**config.mk**
```make
export PLATFORM = sky130hd
export DESIGN_NAME = tcbl_latch
export DESIGN_NICKNAME = d
export VERILOG_FILES = /design/src/core/tcbl_pkg.sv /design/src/core/tcbl_latch.sv /design/src/core/tcbl_byte_reg.sv
export SDC_FILE = /design/constraint.sdc
export NUM_CORES = 1
export LEC_CHECK = 0
export BUFFER_PORTS_ARGS = -buffer_cell sky130_fd_sc_hd__buf_4
export CAP_MARGIN = 10
export CORE_MARGIN = 3
export CORE_UTILIZATION = 51
export CTS_CLUSTER_SIZE = 8
export DETAILED_ROUTE_END_ITERATION = 8
export GPL_TIMING_DRIVEN = 1
export HOLD_SLACK_MARGIN = 0.06
export PLACE_DENSITY = 0.75
export SETUP_SLACK_MARGIN = 0.2
export SLEW_MARGIN = 20
export SYNTH_ARGS = -nofsm -noshare
export SYNTH_HDL_FRONTEND = slang
export SYNTH_SLANG_ARGS = --single-unit
```
**constraint.sdc**
```tcl
create_clock -name ref_clk -period 1.66 [get_ports ref_clk]
set_input_delay 0.332 -clock ref_clk [delete_from_list [all_inputs] [get_ports ref_clk]]
set_output_delay 0.332 -clock ref_clk [all_outputs]
set_load 0.02 [all_outputs]
```
**src/core/tcbl_pkg.sv**
```systemverilog
package tcbl_pkg;

    // ==========================================================
    // Channel modes and bus request carrier
    // ==========================================================

    // Channel operating mode as seen by the byte latch.
    typedef enum logic [1:0] {
        TCBL_MODE_CAPTURE = 2'h0,
        TCBL_MODE_COMPARE = 2'h1,
        TCBL_MODE_PWM = 2'h2,
        TCBL_MODE_OFF = 2'h3
    } tcbl_mode_t;

    // One CPU bus access, valid for one cycle when any strobe is set.
    typedef struct packed {
        logic rd_high;
        logic rd_low;
        logic wr_high;
        logic wr_low;
        logic wr_status_control;
        logic [7:0] wdata;
    } tcbl_req_t;

    // Reset values.
    localparam logic [15:0] TCBL_VALUE_RST = 16'h0000;
    localparam logic [7:0] TCBL_BYTE_RST = 8'h00;

    // Byte positions inside the 16-bit channel value.
    localparam int TCBL_HIGH_LSB = 8;
    localparam int TCBL_LOW_LSB = 0;

endpackage

```
**src/core/tcbl_latch.sv**
```systemverilog
// How it works
// - In capture mode a byte read holds both bytes until the other is read.
// - A write to channel_status_control releases the capture read latch.
// - In compare or PWM mode the first byte write of a pair is buffered, not made active.
// - Once both bytes are written the pair moves into the value at once.
// - In write modes a channel_status_control write drops a half pair.
// - The write pair completes in either byte order.
module tcbl_latch (
    input wire logic ref_clk,
    input wire logic nrst,
    input wire tcbl_pkg::tcbl_mode_t mode,
    input wire tcbl_pkg::tcbl_req_t req,
    input wire logic capture_strobe,
    input wire logic [15:0] capture_value,
    output logic [7:0] rdata,
    output logic [15:0] channel_value,
    output logic value_loaded,
    output logic read_latched
);

    // ==========================================================
    // Decode
    // ==========================================================

    // The PWM mode shares the compare path because both drive outputs
    // from the same channel value.
    wire logic is_capture;
    wire logic is_write_mode;
    wire logic any_read;
    wire logic sc_write;
    assign is_capture = (mode == tcbl_pkg::TCBL_MODE_CAPTURE);
    assign is_write_mode = (mode == tcbl_pkg::TCBL_MODE_COMPARE) ||
                           (mode == tcbl_pkg::TCBL_MODE_PWM);
    assign any_read = req.rd_high || req.rd_low;
    assign sc_write = req.wr_status_control;

    // ==========================================================
    // Channel value and capture read latch
    // ==========================================================

    // State registers and their next values.
    logic [15:0] value_reg;
    logic [15:0] value_next;
    logic [15:0] hold_reg;
    logic latched_reg;
    logic latched_next;
    logic first_high_reg;
    logic first_high_next;
    logic [7:0] rdata_reg;
    logic [7:0] rdata_next;
    logic loaded_reg;

    // Reads come from the hold copy while a pair is open, so both
    // halves software sees belong to the same captured word.
    wire logic [15:0] read_src;
    wire logic opposite_read;
    wire logic open_latch;
    assign read_src = latched_reg ? hold_reg : value_reg;
    // Apart from a status write, the pair ends only on the byte opposite the one that opened it.
    assign opposite_read = latched_reg &&
        ((first_high_reg && req.rd_low) ||
         (!first_high_reg && req.rd_high));
    assign open_latch = is_capture && any_read && !latched_reg;

    // The latch state; a status write wins over a read in the same
    // cycle so software always gets fresh data afterwards.
    always_comb begin
        latched_next = latched_reg;
        first_high_next = first_high_reg;
        if (sc_write) begin
            latched_next = 1'b0;
        end else if (open_latch) begin
            latched_next = 1'b1;
            first_high_next = req.rd_high;
        end else if (opposite_read) begin
            latched_next = 1'b0;
        end
    end

    // Read data; reading the high byte first when unlatched still takes
    // it from the live value, which the hold copy matches that cycle.
    always_comb begin
        rdata_next = rdata_reg;
        if (req.rd_high) begin
            rdata_next = read_src[tcbl_pkg::TCBL_HIGH_LSB +: 8];
        end else if (req.rd_low) begin
            rdata_next = read_src[tcbl_pkg::TCBL_LOW_LSB +: 8];
        end
    end

    // ==========================================================
    // Write buffer
    // ==========================================================

    // Byte strobes count only in the write modes.
    wire logic [7:0] buf_high;
    wire logic [7:0] buf_low;
    wire logic full_high;
    wire logic full_low;
    wire logic ld_high;
    wire logic ld_low;
    wire logic pair_done;
    wire logic buf_clr;
    assign ld_high = is_write_mode && req.wr_high;
    assign ld_low = is_write_mode && req.wr_low;
    // Done once each half is held or arriving now, in any order.
    assign pair_done = (full_high || ld_high) && (full_low || ld_low) &&
                       (ld_high || ld_low);
    assign buf_clr = pair_done || (is_write_mode && sc_write) ||
                     !is_write_mode;

    // A completing byte goes straight to the value and is not buffered;
    // holding it would leave a stale half behind after the commit.
    wire logic load_high;
    wire logic load_low;
    assign load_high = ld_high && !pair_done;
    assign load_low = ld_low && !pair_done;

    tcbl_byte_reg u_high (
        .ref_clk(ref_clk),
        .nrst(nrst),
        .clr(buf_clr),
        .load(load_high),
        .d(req.wdata),
        .q(buf_high),
        .full(full_high)
    );

    tcbl_byte_reg u_low (
        .ref_clk(ref_clk),
        .nrst(nrst),
        .clr(buf_clr),
        .load(load_low),
        .d(req.wdata),
        .q(buf_low),
        .full(full_low)
    );

    // ==========================================================
    // Commit
    // ==========================================================

    // The completing byte comes from the bus, the other from its buffer.
    wire logic [15:0] pair_word;
    assign pair_word = {ld_high ? req.wdata : buf_high,
                        ld_low ? req.wdata : buf_low};

    // The channel value takes a whole word from either source.
    always_comb begin
        value_next = value_reg;
        if (pair_done) begin
            value_next = pair_word;
        end else if (is_capture && capture_strobe) begin
            value_next = capture_value;
        end
    end

    // ==========================================================
    // Registers
    // ==========================================================

    // Active channel value; it changes only as a whole word, which is
    // what keeps a compare from ever seeing half an update.
    always_ff @(posedge ref_clk) begin
        if (!nrst) begin
            value_reg <= tcbl_pkg::TCBL_VALUE_RST;
        end else begin
            value_reg <= value_next;
        end
    end

    // The hold copy is taken only when a read opens the latch, so a
    // capture that lands mid-pair cannot tear the word software sees.
    always_ff @(posedge ref_clk) begin
        if (!nrst) begin
            hold_reg <= tcbl_pkg::TCBL_VALUE_RST;
        end else if (open_latch) begin
            hold_reg <= value_reg;
        end
    end

    // Latch state and the byte that opened the pair; the opener decides
    // which read closes it.
    always_ff @(posedge ref_clk) begin
        if (!nrst) begin
            latched_reg <= 1'b0;
            first_high_reg <= 1'b0;
        end else begin
            latched_reg <= latched_next;
            first_high_reg <= first_high_next;
        end
    end

    // Read data stands until the next read.
    always_ff @(posedge ref_clk) begin
        if (!nrst) begin
            rdata_reg <= tcbl_pkg::TCBL_BYTE_RST;
        end else begin
            rdata_reg <= rdata_next;
        end
    end

    // One-cycle pulse after a pair is committed.
    always_ff @(posedge ref_clk) begin
        if (!nrst) begin
            loaded_reg <= 1'b0;
        end else begin
            loaded_reg <= pair_done;
        end
    end

    // ==========================================================
    // Outputs
    // ==========================================================

    // Every output comes straight from a register, so the bus side
    // never sees decode glitches.
    assign rdata = rdata_reg;
    assign channel_value = value_reg;
    assign value_loaded = loaded_reg;
    assign read_latched = latched_reg;

endmodule

```
**src/core/tcbl_byte_reg.sv**
```systemverilog
module tcbl_byte_reg (
    input wire logic ref_clk,
    input wire logic nrst,
    input wire logic clr,
    input wire logic load,
    input wire logic [7:0] d,
    output logic [7:0] q,
    output logic full
);

    // ==========================================================
    // One held byte with a half-done flag
    // ==========================================================

    // A clear in the same cycle as a load gives way to the load, so a
    // byte written alongside a restart is not lost.
    always_ff @(posedge ref_clk) begin
        if (!nrst) begin
            q <= tcbl_pkg::TCBL_BYTE_RST;
            full <= 1'b0;
        end else if (load) begin
            q <= d;
            full <= 1'b1;
        end else if (clr) begin
            full <= 1'b0;
        end
    end

endmodule

```
# Yosys cells after proc, flatten, opt, wreduce, memory -nomap -nowiden
# Index checks and enable logic that the tools add are counted.
# classes
eq_ne	2
muxes	12
bitwise	2
reduce_logical	33
# op_table
operator	count
2-to-1 mux 16 bit	3
2-to-1 mux 8 bit	4
logical AND 1 bit	13
nonzero test 2 bit	5
logical OR 1 bit	8
2-to-1 mux 1 bit	5
logical NOT 1 bit	4
equality test 2 x 1 -> 1 bit, second input constant	1
equality test 2 bit, second input constant	1
logical NOT 2 bit	1
NOT 1 bit	2
AND reduction 2 bit	1
OR reduction 2 bit	1
# word_totals
register_bits	61
in_bits	34

# Logic depth before layout (Yosys ltp)
# Gate-level depths: netlist of the first run.
# depth
word_depth	10
depth_mapped	7

# Hierarchy
# Synthesis of the first run repeated with hierarchy kept, for this count alone.
# hier_totals
cells_unflattened	323
hier_area_um2	2955.3
# by_module_without_submodules
module	n_inst	cells_each	area_per_inst_um2	seq_area_each_um2
tcbl_latch	1	267	2284.7	860.8
tcbl_byte_reg	2	28	335.3	180.2

# Worst setup path after synthesis of the first run
# Ideal clock, no wire load.
# synth_timing
kind	input-to-reg
startpoint	in mode[0]
endpoint	reg value_reg[10] (netlist: channel_value[10])
arrival_time_ps	1454
setup_slack_ps	118
path_stages	7
n_path_buf	2
cell_sequence	inv_1 ha_1 nand3_2 and2_1 buf_6 buf_6 a311oi_2
# synth_via
elab_chain_cells	7
elab_cells_between_ends	15
cone_classes	eq/ne (2); mux (2); reduce/logical (11)
# synth_rtl
element	line_no	text
from (decl)	tcbl_latch.sv:11	input wire tcbl_pkg::tcbl_mode_t mode,
equality test 2 x 1 -> 1 bit or equality test 2 bit (tied branches)	tcbl_latch.sv:32, tcbl_latch.sv:33	
logical OR 1 bit	tcbl_latch.sv:32	assign is_write_mode = (mode == tcbl_pkg::TCBL_MODE_COMPARE) ||
logical AND 1 bit, on equally long branches	tcbl_latch.sv:104, tcbl_latch.sv:105	
logical OR 1 bit	tcbl_latch.sv:107	assign pair_done = (full_high || ld_high) && (full_low || ld_low) &&
logical AND 1 bit (2 in a row)	tcbl_latch.sv:107	
2-to-1 mux 16 bit or nonzero test 2 bit (tied branches)	n/a	
to (signal assigned)	tcbl_latch.sv:166	value_reg <= tcbl_pkg::TCBL_VALUE_RST;
to (signal assigned)	tcbl_latch.sv:168	value_reg <= value_next;
to (decl)	tcbl_latch.sv:42	logic [15:0] value_reg;
# Several ways; a longest one is shown, not always the timed one.
# A chain may end at the register's enable or synchronous reset.

# Worst setup path in the final report of the first run
# layout_timing
startpoint	reg latched_reg (netlist: read_latched)
endpoint	out read_latched
# layout_lines
element	line_no	text
from (decl)	tcbl_latch.sv:45	logic latched_reg;
from (signal assigned)	tcbl_latch.sv:189	latched_reg <= latched_next;
to (decl)	tcbl_latch.sv:18	output logic read_latched
# No word-level cell between the ends.

==> results of run 1 <==
-- layout make-up --
| class | instances | area (µm²) |
|---|---|---|
| inverter | 5 | 18.8 |
| tap | 70 | 87.6 |
| clock buffer | 16 | 190 |
| sequential | 61 | 1220 |
| multi-input combinational | 232 | 1590 |
| timing repair buffer | 70 | 554 |
| fill | 463 | 1680 |
-- stage by stage --
step / setup WS (ns) / cells / utilization (%) / cell area (µm²)
final: 0.250 / 454 / 68.6 / 3660
after global placement: 0.0812 / 438 / 64.9 / 3460
after CTS: 0.246 / 454 / 68.6 / 3660
after detailed placement: 0.0595 / 438 / 64.9 / 3460
after floorplan: 0.203 / 327 / - / 2970
after global routing: 0.214 / 454 / 68.6 / 3660
-- power by group --
part	total, W	internal, W	switching [W]
registers	0.00161	0.00154	0.0000669
clock network	0.00124	0.000709	0.000536
logic	0.000587	0.000277	0.000310
-- per-layer routing --
layer	global-route usage [%]	share of wire (%)
met5	0	0
met4	10.3	1.5
met3	3.84	5.3
met2	34.8	46
met1	31.2	47
-- cell usage after synthesis, drive strengths merged --
master  number
ha           1
and2         2
nand3       17
o21ai       17
nor2        25
a21oi       49
nor3b        1
buf         19
dfxtp       61
o41ai        1
a311oi      16
nor3         3
o311ai       1
mux2i       34
inv          5
and4bb       1
o21a         9
o31a         1
o211ai       1
nand2       35
nand2b       1
mux2        16
nor4bb       1
clkbuf      10
-- worst min-delay path by stage --
stage / slack [ns] / cells past startpoint / to / startpoint
after floorplan: 0.41 / 1 / read_latched$_SDFFE_PP0P_ / req[8]
after global placement: 0.46 / 2 / hold_reg[3]$_SDFFE_PN0N_ / hold_reg[3]$_SDFFE_PN0N_
after detailed placement: 0.47 / 2 / hold_reg[3]$_SDFFE_PN0N_ / hold_reg[3]$_SDFFE_PN0N_
after CTS: 0.20 / 2 / read_latched$_SDFFE_PP0P_ / req[8]
after global routing: 0.21 / 2 / read_latched$_SDFFE_PP0P_ / req[8]
final: 0.21 / 2 / read_latched$_SDFFE_PP0P_ / req[8]
-- cell families (layout without fill, tap and decap cells) --
| family | count (synthesis) | in the layout | synth area share [%] |
|---|---|---|---|
| compound gates | 95 | 95 | 21.7 |
| mux | 50 | 50 | 17.7 |
| simple gates | 86 | 86 | 12.9 |
| fa+ha+maj | 1 | 1 | 0.427 |
| flops | 61 | 61 | 41.6 |
| buf+inv | 34 | 91 | 5.55 |
==> metrics, run 1 <==
status=finished clean; Seq/Total Area, Yosys=between 40% and 50%; CP max FO=23; Final Max Slew Viols=0; CTS resizes=1; net count of the finished layout=a little over 400; final WL=approximately 7000 µm; Pleak=about 1.4 nW; syn_area_per_cell=between 8 and 9 µm²; Horiz. Die Dim=between 80 and 90 µm; clk_skew=between 0.006 and 0.007 ns; H-Tree Level Count=3; CTS root buf=clkbuf_8; RSZ-0062 raised after global routing=false; most frequent cells in the layout=buf_4 (67), dfxtp_1 (61), a21oi_1 (49), nand2_1 (35), mux2i_1 (34); TritonCTS Buffers=9; Clock Path Buffers=2; commonest non-fill, non-tap cell in the layout=buf_4; synth-to-layout area growth=24.7%; port buffer count=59; antenna violations before repair=0; mapped cell area=a little under 0.003 mm²; CTS tree=yes; highest clock rate=around 700 MHz; Clock Sinks=around 60; Syn Nets=362; overall power=approximately 0.0034 W; pwr dens=between 900 and 1000 mW/mm²; Die ar.=0.00670 mm²; GPL Wtd Cong=0.753; grt ovf=0; HPWL Detailed=just under 5000 µm; Hold Crit Class=primary input to flop; CP max stage delay=between 0.3 and 0.4 ns; Synthesis Warnings=0; clock-pin slew on the worst setup and hold paths=0.07 ns; worst reg2reg path startpoint=u_high.full$_SDFFE_PN0P_; Hold Buf Count CTS=0; crit path DAT=roughly 1.1 ns; top-area cell type share of the netlist area=a little over two fifths; top cells by area, synth=dfxtp_1 (42%), mux2i_1 (12%), a21oi_1 (8.4%), mux2_2 (6.1%), a311oi_2 (4.6%); setup TNS=0 ns; post-route ant nets=0; global-route wire length before repair=approximately 12000 µm; CP startpoint=read_latched$_SDFFE_PP0P_; library cells used by synthesis=32; vias in the first global route=~2400; relative slew slack=~55%; DR vias/cell=roughly 5.5; Peak supply drop=roughly 0.00053 V; min Tclk post-route=~1.4 ns; leading area contributor after synthesis=dfxtp_1; Cells after Synth=approximately 330; Core Footprint=roughly 0.0053 mm²; CP max-delay cell=dfxtp_1; Worst EP required=approximately 1.3 ns; worst reg2reg endpoint=u_low.q[4]$_SDFFE_PN0P_; Worst Reg2Reg Path Length in Cells=4; Initial Util=between 50% and 60%; num ports=60; largest net degree at the start of global routing=59; post-CTS setup buffer count=0; Final setup violation count=0; Row Count=26; clk_lat worst skew=between 0.3 and 0.4 ns; critical path class=flop to output port; hold slack final=between 0.2 and 0.25 ns; CP bufs+invs=2; Worst Setup EP=read_latched; worst slew pin tran=about 0.7 ns; diode count=0; CP cell instances=buf_6 > buf_4; crit start category=flop; layout cells sized above 1=around 30%; Seq cells post-synth=61; period utilization=around 85%; Vias=roughly 2500; final hold vios=0; Worst setup EP type=output port; maxcap violations=0; Reg2Reg Setup Slack=around 0.40 ns; initial DRC count=215; Total Routing Usage GR=roughly 23%; drt pass-1 iters=4; Post-route DRC=0; DR WL/cell=approximately 15 µm; die span in y=around 80 µm; CP top delay family=buffers and inverters; cell count along the critical path=2
Note: power is estimated with default switching activity, not from simulation.
==> inputs of run 2 (changes only) <==
CORE_UTILIZATION = 49   (was 51)
clock period = 1.15 ns   (was 1.66 ns; I/O delays follow)
==> metrics, run 2 (synthesis gave the netlist of run 1 again) <==
final WL=11000 µm (+56%); clock-pin slew on the worst setup and hold paths=0.07 ns (about the same); grt ovf=0 (unchanged); num ports=60 (unchanged); Die ar.=0.00695 mm² (+3.8%); worst slew pin tran=0.451 ns (-0.230 ns); critical path class=flop to flop; period utilization=128%; global-route wire length before repair=14700 µm (+26%); CTS tree=yes; Initial Util=52.0% (-3.0 points); clk_lat worst skew=0.35 ns (+0.02 ns); setup TNS=-2.75 ns (-2.75 ns); CP max FO=16 (-30%); HPWL Detailed=5430 µm (+10%); DR vias/cell=6.31 (+14%); Final Max Slew Viols=0 (unchanged); hold endpoint=read_latched$_SDFFE_PP0P_; Core Util, Final=82.6% (+14 points); synth-to-layout area growth=58.9%; Core Footprint=0.00564 mm² (+5.7%); die span in y=83.4 µm (+1.9%); top sig layer=met4; final hold vios=0 (unchanged); Hold Crit Depth=2 (unchanged); crit path DAT=1.67 ns (+0.59 ns); post-place setup slack=-0.376 ns (-0.435 ns); hold slack final=0.107 ns (-0.102 ns); Horiz. Die Dim=83.4 µm (+1.9%); post-route ant nets=0 (unchanged); Worst EP required=1.34 ns (about the same); Hold Crit Class=primary input to flop; Vias=3130 (+24%); TritonCTS Buffers=9 (unchanged); maxcap violations=0 (unchanged); Final setup violation count=41 (+41); worst reg2reg path startpoint=u_high.full$_SDFFE_PN0P_; area of the multi-input gates=0.00192 mm² (+21%); layout cells sized above 1=58.0% (+28 points); net count of the finished layout=456 (+10%); Pleak=1.70 nW (+24%); most frequent cells in the layout=buf_4 (63), nand2_1 (35), buf_6 (33), dfxtp_1 (32), a21oi_1 (31); diode count=0 (unchanged); Post-route DRC=0 (unchanged); Peak supply drop=0.000778 V (+48%); clk_skew=0.00854 ns (+0.00241 ns); initial DRC count=325 (+51%); Row Count=27 (+3.8%); antenna violations before repair=0 (unchanged); overall power=0.00535 W (+56%); port buffer count=59 (unchanged); CP max stage delay=0.43 ns (+0.08 ns); worst reg2reg endpoint=channel_value[15]$_SDFFE_PN0P_; largest net degree at the start of global routing=37 (-37%); drt pass-1 iters=7 (+3); CP cell instances=o211ai_4 > buf_12 > a21oi_1 > a311oi_1; crit start category=flop; CTS root buf=clkbuf_8; pwr dens=1150 mW/mm² (+22%); vias in the first global route=2923 (+24%); violations in the final reports=setup timing; Clock Path Buffers=2 (unchanged); DR WL met2=5210 µm (+60%); status=finished, violations left; highest clock rate=677 MHz; M1 WL=4250 µm (+29%); Total Routing Usage GR=26.3% (+3.6 points); Reg2Reg Setup Slack=-0.33 ns (-0.73 ns); hold path startpoint=req[8]; Worst setup EP type=flop; relative slew slack=69.7% (+15 points); RSZ-0062 raised after global routing=true; Reg area=0.00129 mm² (+5.6%); filler instances=314 (-32%); H-Tree Level Count=3 (unchanged); CP max-delay cell=a311oi_1; WL met3=871 µm (+130%); min Tclk post-route=around 1.5 ns; Worst Reg2Reg Path Length in Cells=4 (unchanged); GPL Wtd Cong=0.804 (+6.8%); DR WL/cell=22.1 µm (+43%); commonest non-fill, non-tap cell in the layout=buf_4; post-route setup slack=-0.327 ns (-0.578 ns); Clock Sinks=61 (unchanged); Hold Buf Count CTS=0 (unchanged)
## run 2: repair_timing
item,4_1_cts,5_1_grt
gates cloned,2,1
buffers inserted,21,3
gates resized for setup,103,51
endpoints found under the setup margin,86,86
pin swaps,13,34
hold endpoints to repair,0,0
## run 2: how the worst max path moves through the flow
stage                                        start                             end  slack [ns]  cells after the start
after global placement                     mode[1]         u_low.q[6]$_SDFFE_PN0P_       -0.34                      7
after floorplan                            mode[0]  channel_value[10]$_SDFFE_PN0P_       -0.20                      7
after global routing      u_high.full$_SDFFE_PN0P_  channel_value[15]$_SDFFE_PN0P_       -0.34                      4
after CTS                 u_high.full$_SDFFE_PN0P_         u_low.q[6]$_SDFFE_PN0P_       -0.09                      4
after detailed placement                   mode[1]         u_low.q[6]$_SDFFE_PN0P_       -0.38                      7
final                     u_high.full$_SDFFE_PN0P_  channel_value[15]$_SDFFE_PN0P_       -0.33                      4
## run 2: worst max-delay path, delay by kind of cell, from the launching register on
family,cells,cell delay (ns)
AO/OA/AOI/OAI,3,0.76
buffers and inverters,1,0.19
flip-flops,1,0.36
## run 2: cell type report
class	instances	area share [%]
clock inverter	2	0.215
inverter	5	1.10
sequential	61	27.7
timing repair buffer	111	24.5
tap	72	1.93
multi-input combinational	233	41.3
clock buffer	12	3.33
## run 2: power breakdown
| part | internal [W] | switching (W) | leakage [nW] | total (W) |
|---|---|---|---|---|
| combinational | 0.000636 | 0.000669 | 1.10 | 0.00130 |
| clock | 0.000869 | 0.000852 | 0.0881 | 0.00172 |
| sequential | 0.00223 | 0.0000982 | 0.513 | 0.00233 |
| total | 0.00373 | 0.00162 | 1.70 | 0.00535 |
## run 2: routing by layer
layer  vias to the layer above  GRT usage [%]
li1                       1366              -
met1                      1503           33.0
met2                       199           41.8
met3                        62           6.05
met4                         0           14.0
met5                         -              0
## run 2: metrics by stage
stage / instances / area [µm²]
after global placement: 456 / 3760
after CTS: 493 / 4410
after global routing: 496 / 4660
after floorplan: 327 / 3130
final: 496 / 4660
after detailed placement: 456 / 3760
==> inputs of run 3 (changes only) <==
SYNTH_HIERARCHICAL = 1   (was unset)
==> metrics, run 3 <==
P_sw=0.00178 W (+10%); post-route ant nets=0 (unchanged); relative slew slack=70.5% (+0.75 points); Initial Util=52.1% (+0.087 points); Main synth FF type=dfxtp_1; top-count cell post-synth=dfxtp_1; crit start category=flop; Synth Area in XOR/XNOR=0% (unchanged); clock-pin slew on the worst setup and hold paths=0.07 ns (about the same); vias in the first global route=2877 (-1.6%); top-area cell type share of the netlist area=41.3% (-0.32 points); grt ovf=0 (unchanged); syn_area_per_cell=9.15 µm² (+2.0%); global-route wire length before repair=15700 µm (+6.7%); Simple-Gate Fraction of Synth Area=13.8% (+0.88 points); H-Tree Level Count=3 (unchanged); Int Pwr=0.00392 W (+5.0%); post-route setup slack=-0.332 ns (-0.00461 ns); pwr dens=1110 mW/mm² (-3.1%); Row Count=27 (unchanged); clk_skew=0.00965 ns (+0.00110 ns); crit path DAT=1.68 ns (about the same); commonest non-fill, non-tap cell in the layout=buf_4; DR WL/cell=26.7 µm (+21%); synth-to-layout area growth=73.4%; GPL Wtd Cong=0.812 (+0.93%); largest net degree at the start of global routing=43 (+16%); Pleak=1.86 nW (+9.2%); HPWL Detailed=5350 µm (-1.5%); Async SR Flop Fraction=0% (unchanged); CP max FO=8 (-8); Vias=3379 (+8.0%); Worst setup EP type=flop; Clock power frac=32.3% (about the same); DR vias/cell=6.61 (+4.8%); Logic pwr share=26.5% (+2.1 points); min Tclk post-route=1.48 ns (+0.00461 ns); library cells used by synthesis=30 (-6.3%); largest family of logic cells by synthesized area=compound AO/OA/AOI/OAI gates; Die ar.=0.00700 mm² (+0.71%); Peak supply drop=0.000769 V (-1.2%); most frequent cells in the layout=buf_4 (66), nand2_1 (34), buf_6 (33), dfxtp_1 (33), mux2i_1 (29); Adder-Cell Fraction of Synth Area=0.423% (-0.0033 points); highest clock rate=675 MHz (-0.31%); Reg2Reg Setup Slack=-0.33 ns (about the same); Clock Sinks=61 (unchanged); filler instances=180 (-43%); Syn Nets=358 (-1.1%); hold slack final=0.135 ns (+0.0280 ns); multiplexer share of the synthesized area=17.6% (-0.14 points); Cells after Synth=323 (-1.2%); num ports=60 (unchanged); die span in y=83.7 µm (+0.35%); top cells by area, synth=dfxtp_1 (41%), mux2i_1 (12%), a21oi_1 (8.1%), mux2_2 (6.1%), nand2_1 (4.4%); Horiz. Die Dim=83.7 µm (+0.35%); final hold vios=0 (unchanged); net count of the finished layout=470 (+3.1%); worst slew pin tran=0.440 ns (-0.0111 ns); antenna violations before repair=0 (unchanged); Synthesis Warnings=6 (+6); drt pass-1 iters=5 (-2); clk_lat worst skew=0.35 ns (about the same); setup TNS=-4.69 ns (-1.94 ns); mapped cell area=0.00296 mm² (+0.77%); Hold Buf Count CTS=0 (unchanged); period utilization=129% (+0.40 points); Worst EP required=1.34 ns (about the same); Post-route DRC=0 (unchanged); leading area contributor after synthesis=dfxtp_1; worst reg2reg endpoint=channel_value[0]$_SDFFE_PN0P_; Seq cells post-synth=61 (unchanged); Hold Crit Class=primary input to flop; Hold Crit Depth=2 (unchanged); Sequential Power Share=41.2% (-2.3 points); CP startpoint=u_low/full$_SDFFE_PN0P_; CTS tree=yes; violations in the final reports=setup timing; port buffer count=59 (unchanged); Total Routing Usage GR=28.4% (+2.1 points); Synth Area in Compound Gates=21.3% (-0.46 points); Seq/Total Area, Yosys=41.3% (-0.32 points); RSZ-0062 raised after global routing=true; CTS root buf=clkbuf_8; Final setup violation count=45 (+9.8%); switch share=31.3% (+1.0 points); layout cells sized above 1=61.3% (+3.3 points); critical path class=flop to flop; EDFF count, synth=0 (unchanged); final WL=13600 µm (+24%); TritonCTS Buffers=9 (unchanged); worst reg2reg path startpoint=u_low/full$_SDFFE_PN0P_; Final Max Slew Viols=0 (unchanged); Core Footprint=0.00568 mm² (+0.60%); initial DRC count=402 (+24%); status=finished, violations left; maxcap violations=0 (unchanged); Worst Setup EP=channel_value[0]$_SDFFE_PN0P_; Worst Reg2Reg Path Length in Cells=5 (+1); synth cell count leaders=dfxtp_1 (61), a21oi_1 (48), nand2_1 (35); diode count=0 (unchanged); Clock Path Buffers=2 (unchanged)
## run 3: cell types whose count changed after synthesis, sizes merged, moves of 2 or more
cell | before | now
nor2b | 0 | 18
nor2 | 25 | 9
o21a | 9 | 11
buf | 19 | 17
inv | 5 | 3
## run 3: critical path: stages, from the launching register on
cell      delay, ns
dfxtp_4        0.36
o211ai_4       0.16
buf_4          0.18
buf_12         0.13
a21oi_1        0.08
a311oi_1       0.42
## run 3: what timing repair did
action / in CTS / in global routing
pin swaps: 22 / 28
endpoints found under the setup margin: 87 / 87
setup buffers: 28 / 13
gates resized for setup: 113 / 67
gates cloned: 7 / 1
## run 3: kinds of logic after synthesis
group | after synthesis
fa+ha+maj | 1
simple gates | 85
compound gates | 95
buf+inv | 31
flops | 61
mux | 50
## run 3: metal layers
layer / global-route usage (%) / wire [µm]
met1: 34.0 / 4910
met2: 51.0 / 6880
met3: 6.02 / 1110
met4: 8.19 / 745
met5: 0 / 0
## run 3: metrics by stage
step / setup slack (ns) / util [%] / total power [W] / area [µm²] / instances
after floorplan: -0.304 / - / 0.00293 / 3160 / 323
after global placement: -0.343 / 65.7 / 0.00329 / 3730 / 447
after detailed placement: -0.394 / 65.7 / 0.00331 / 3730 / 447
after CTS: -0.105 / 82.3 / 0.00532 / 4670 / 497
after global routing: -0.309 / 90.3 / 0.00584 / 5120 / 511
final: -0.332 / 90.3 / 0.00570 / 5120 / 511
## run 3: power groups by stage
stage / Combinational, W / Sequential [W] / Clock [W]
after global placement: 0.000917 / 0.00238 / 0
after detailed placement: 0.000933 / 0.00238 / 0
after floorplan: 0.000500 / 0.00243 / 0
final: 0.00151 / 0.00235 / 0.00184
after global routing: 0.00156 / 0.00235 / 0.00193
after CTS: 0.00123 / 0.00232 / 0.00176
## run 3: worst min path at each step
stage,endpoint,start,slack [ns]
after CTS,read_latched$_SDFFE_PP0P_,req[8],0.10
final,read_latched$_SDFFE_PP0P_,req[8],0.13
after global placement,read_latched$_SDFFE_PP0P_,req[8],0.43
after floorplan,read_latched$_SDFFE_PP0P_,req[8],0.30
after detailed placement,read_latched$_SDFFE_PP0P_,req[8],0.43
after global routing,read_latched$_SDFFE_PP0P_,req[8],0.14
## run 3: area by class of cell
class / instances / area (µm²) / area share [%]
inverters: 4 / 47.5 / 0.928
multi-input cells: 231 / 2050 / 40.0
clock inverters: 1 / 5.00 / 0.0977
repair inverters: 1 / 16.3 / 0.317
repair buffers: 127 / 1450 / 28.2
clock buffers: 14 / 173 / 3.37
well taps: 72 / 90.1 / 1.76
flip-flops and latches: 61 / 1290 / 25.2
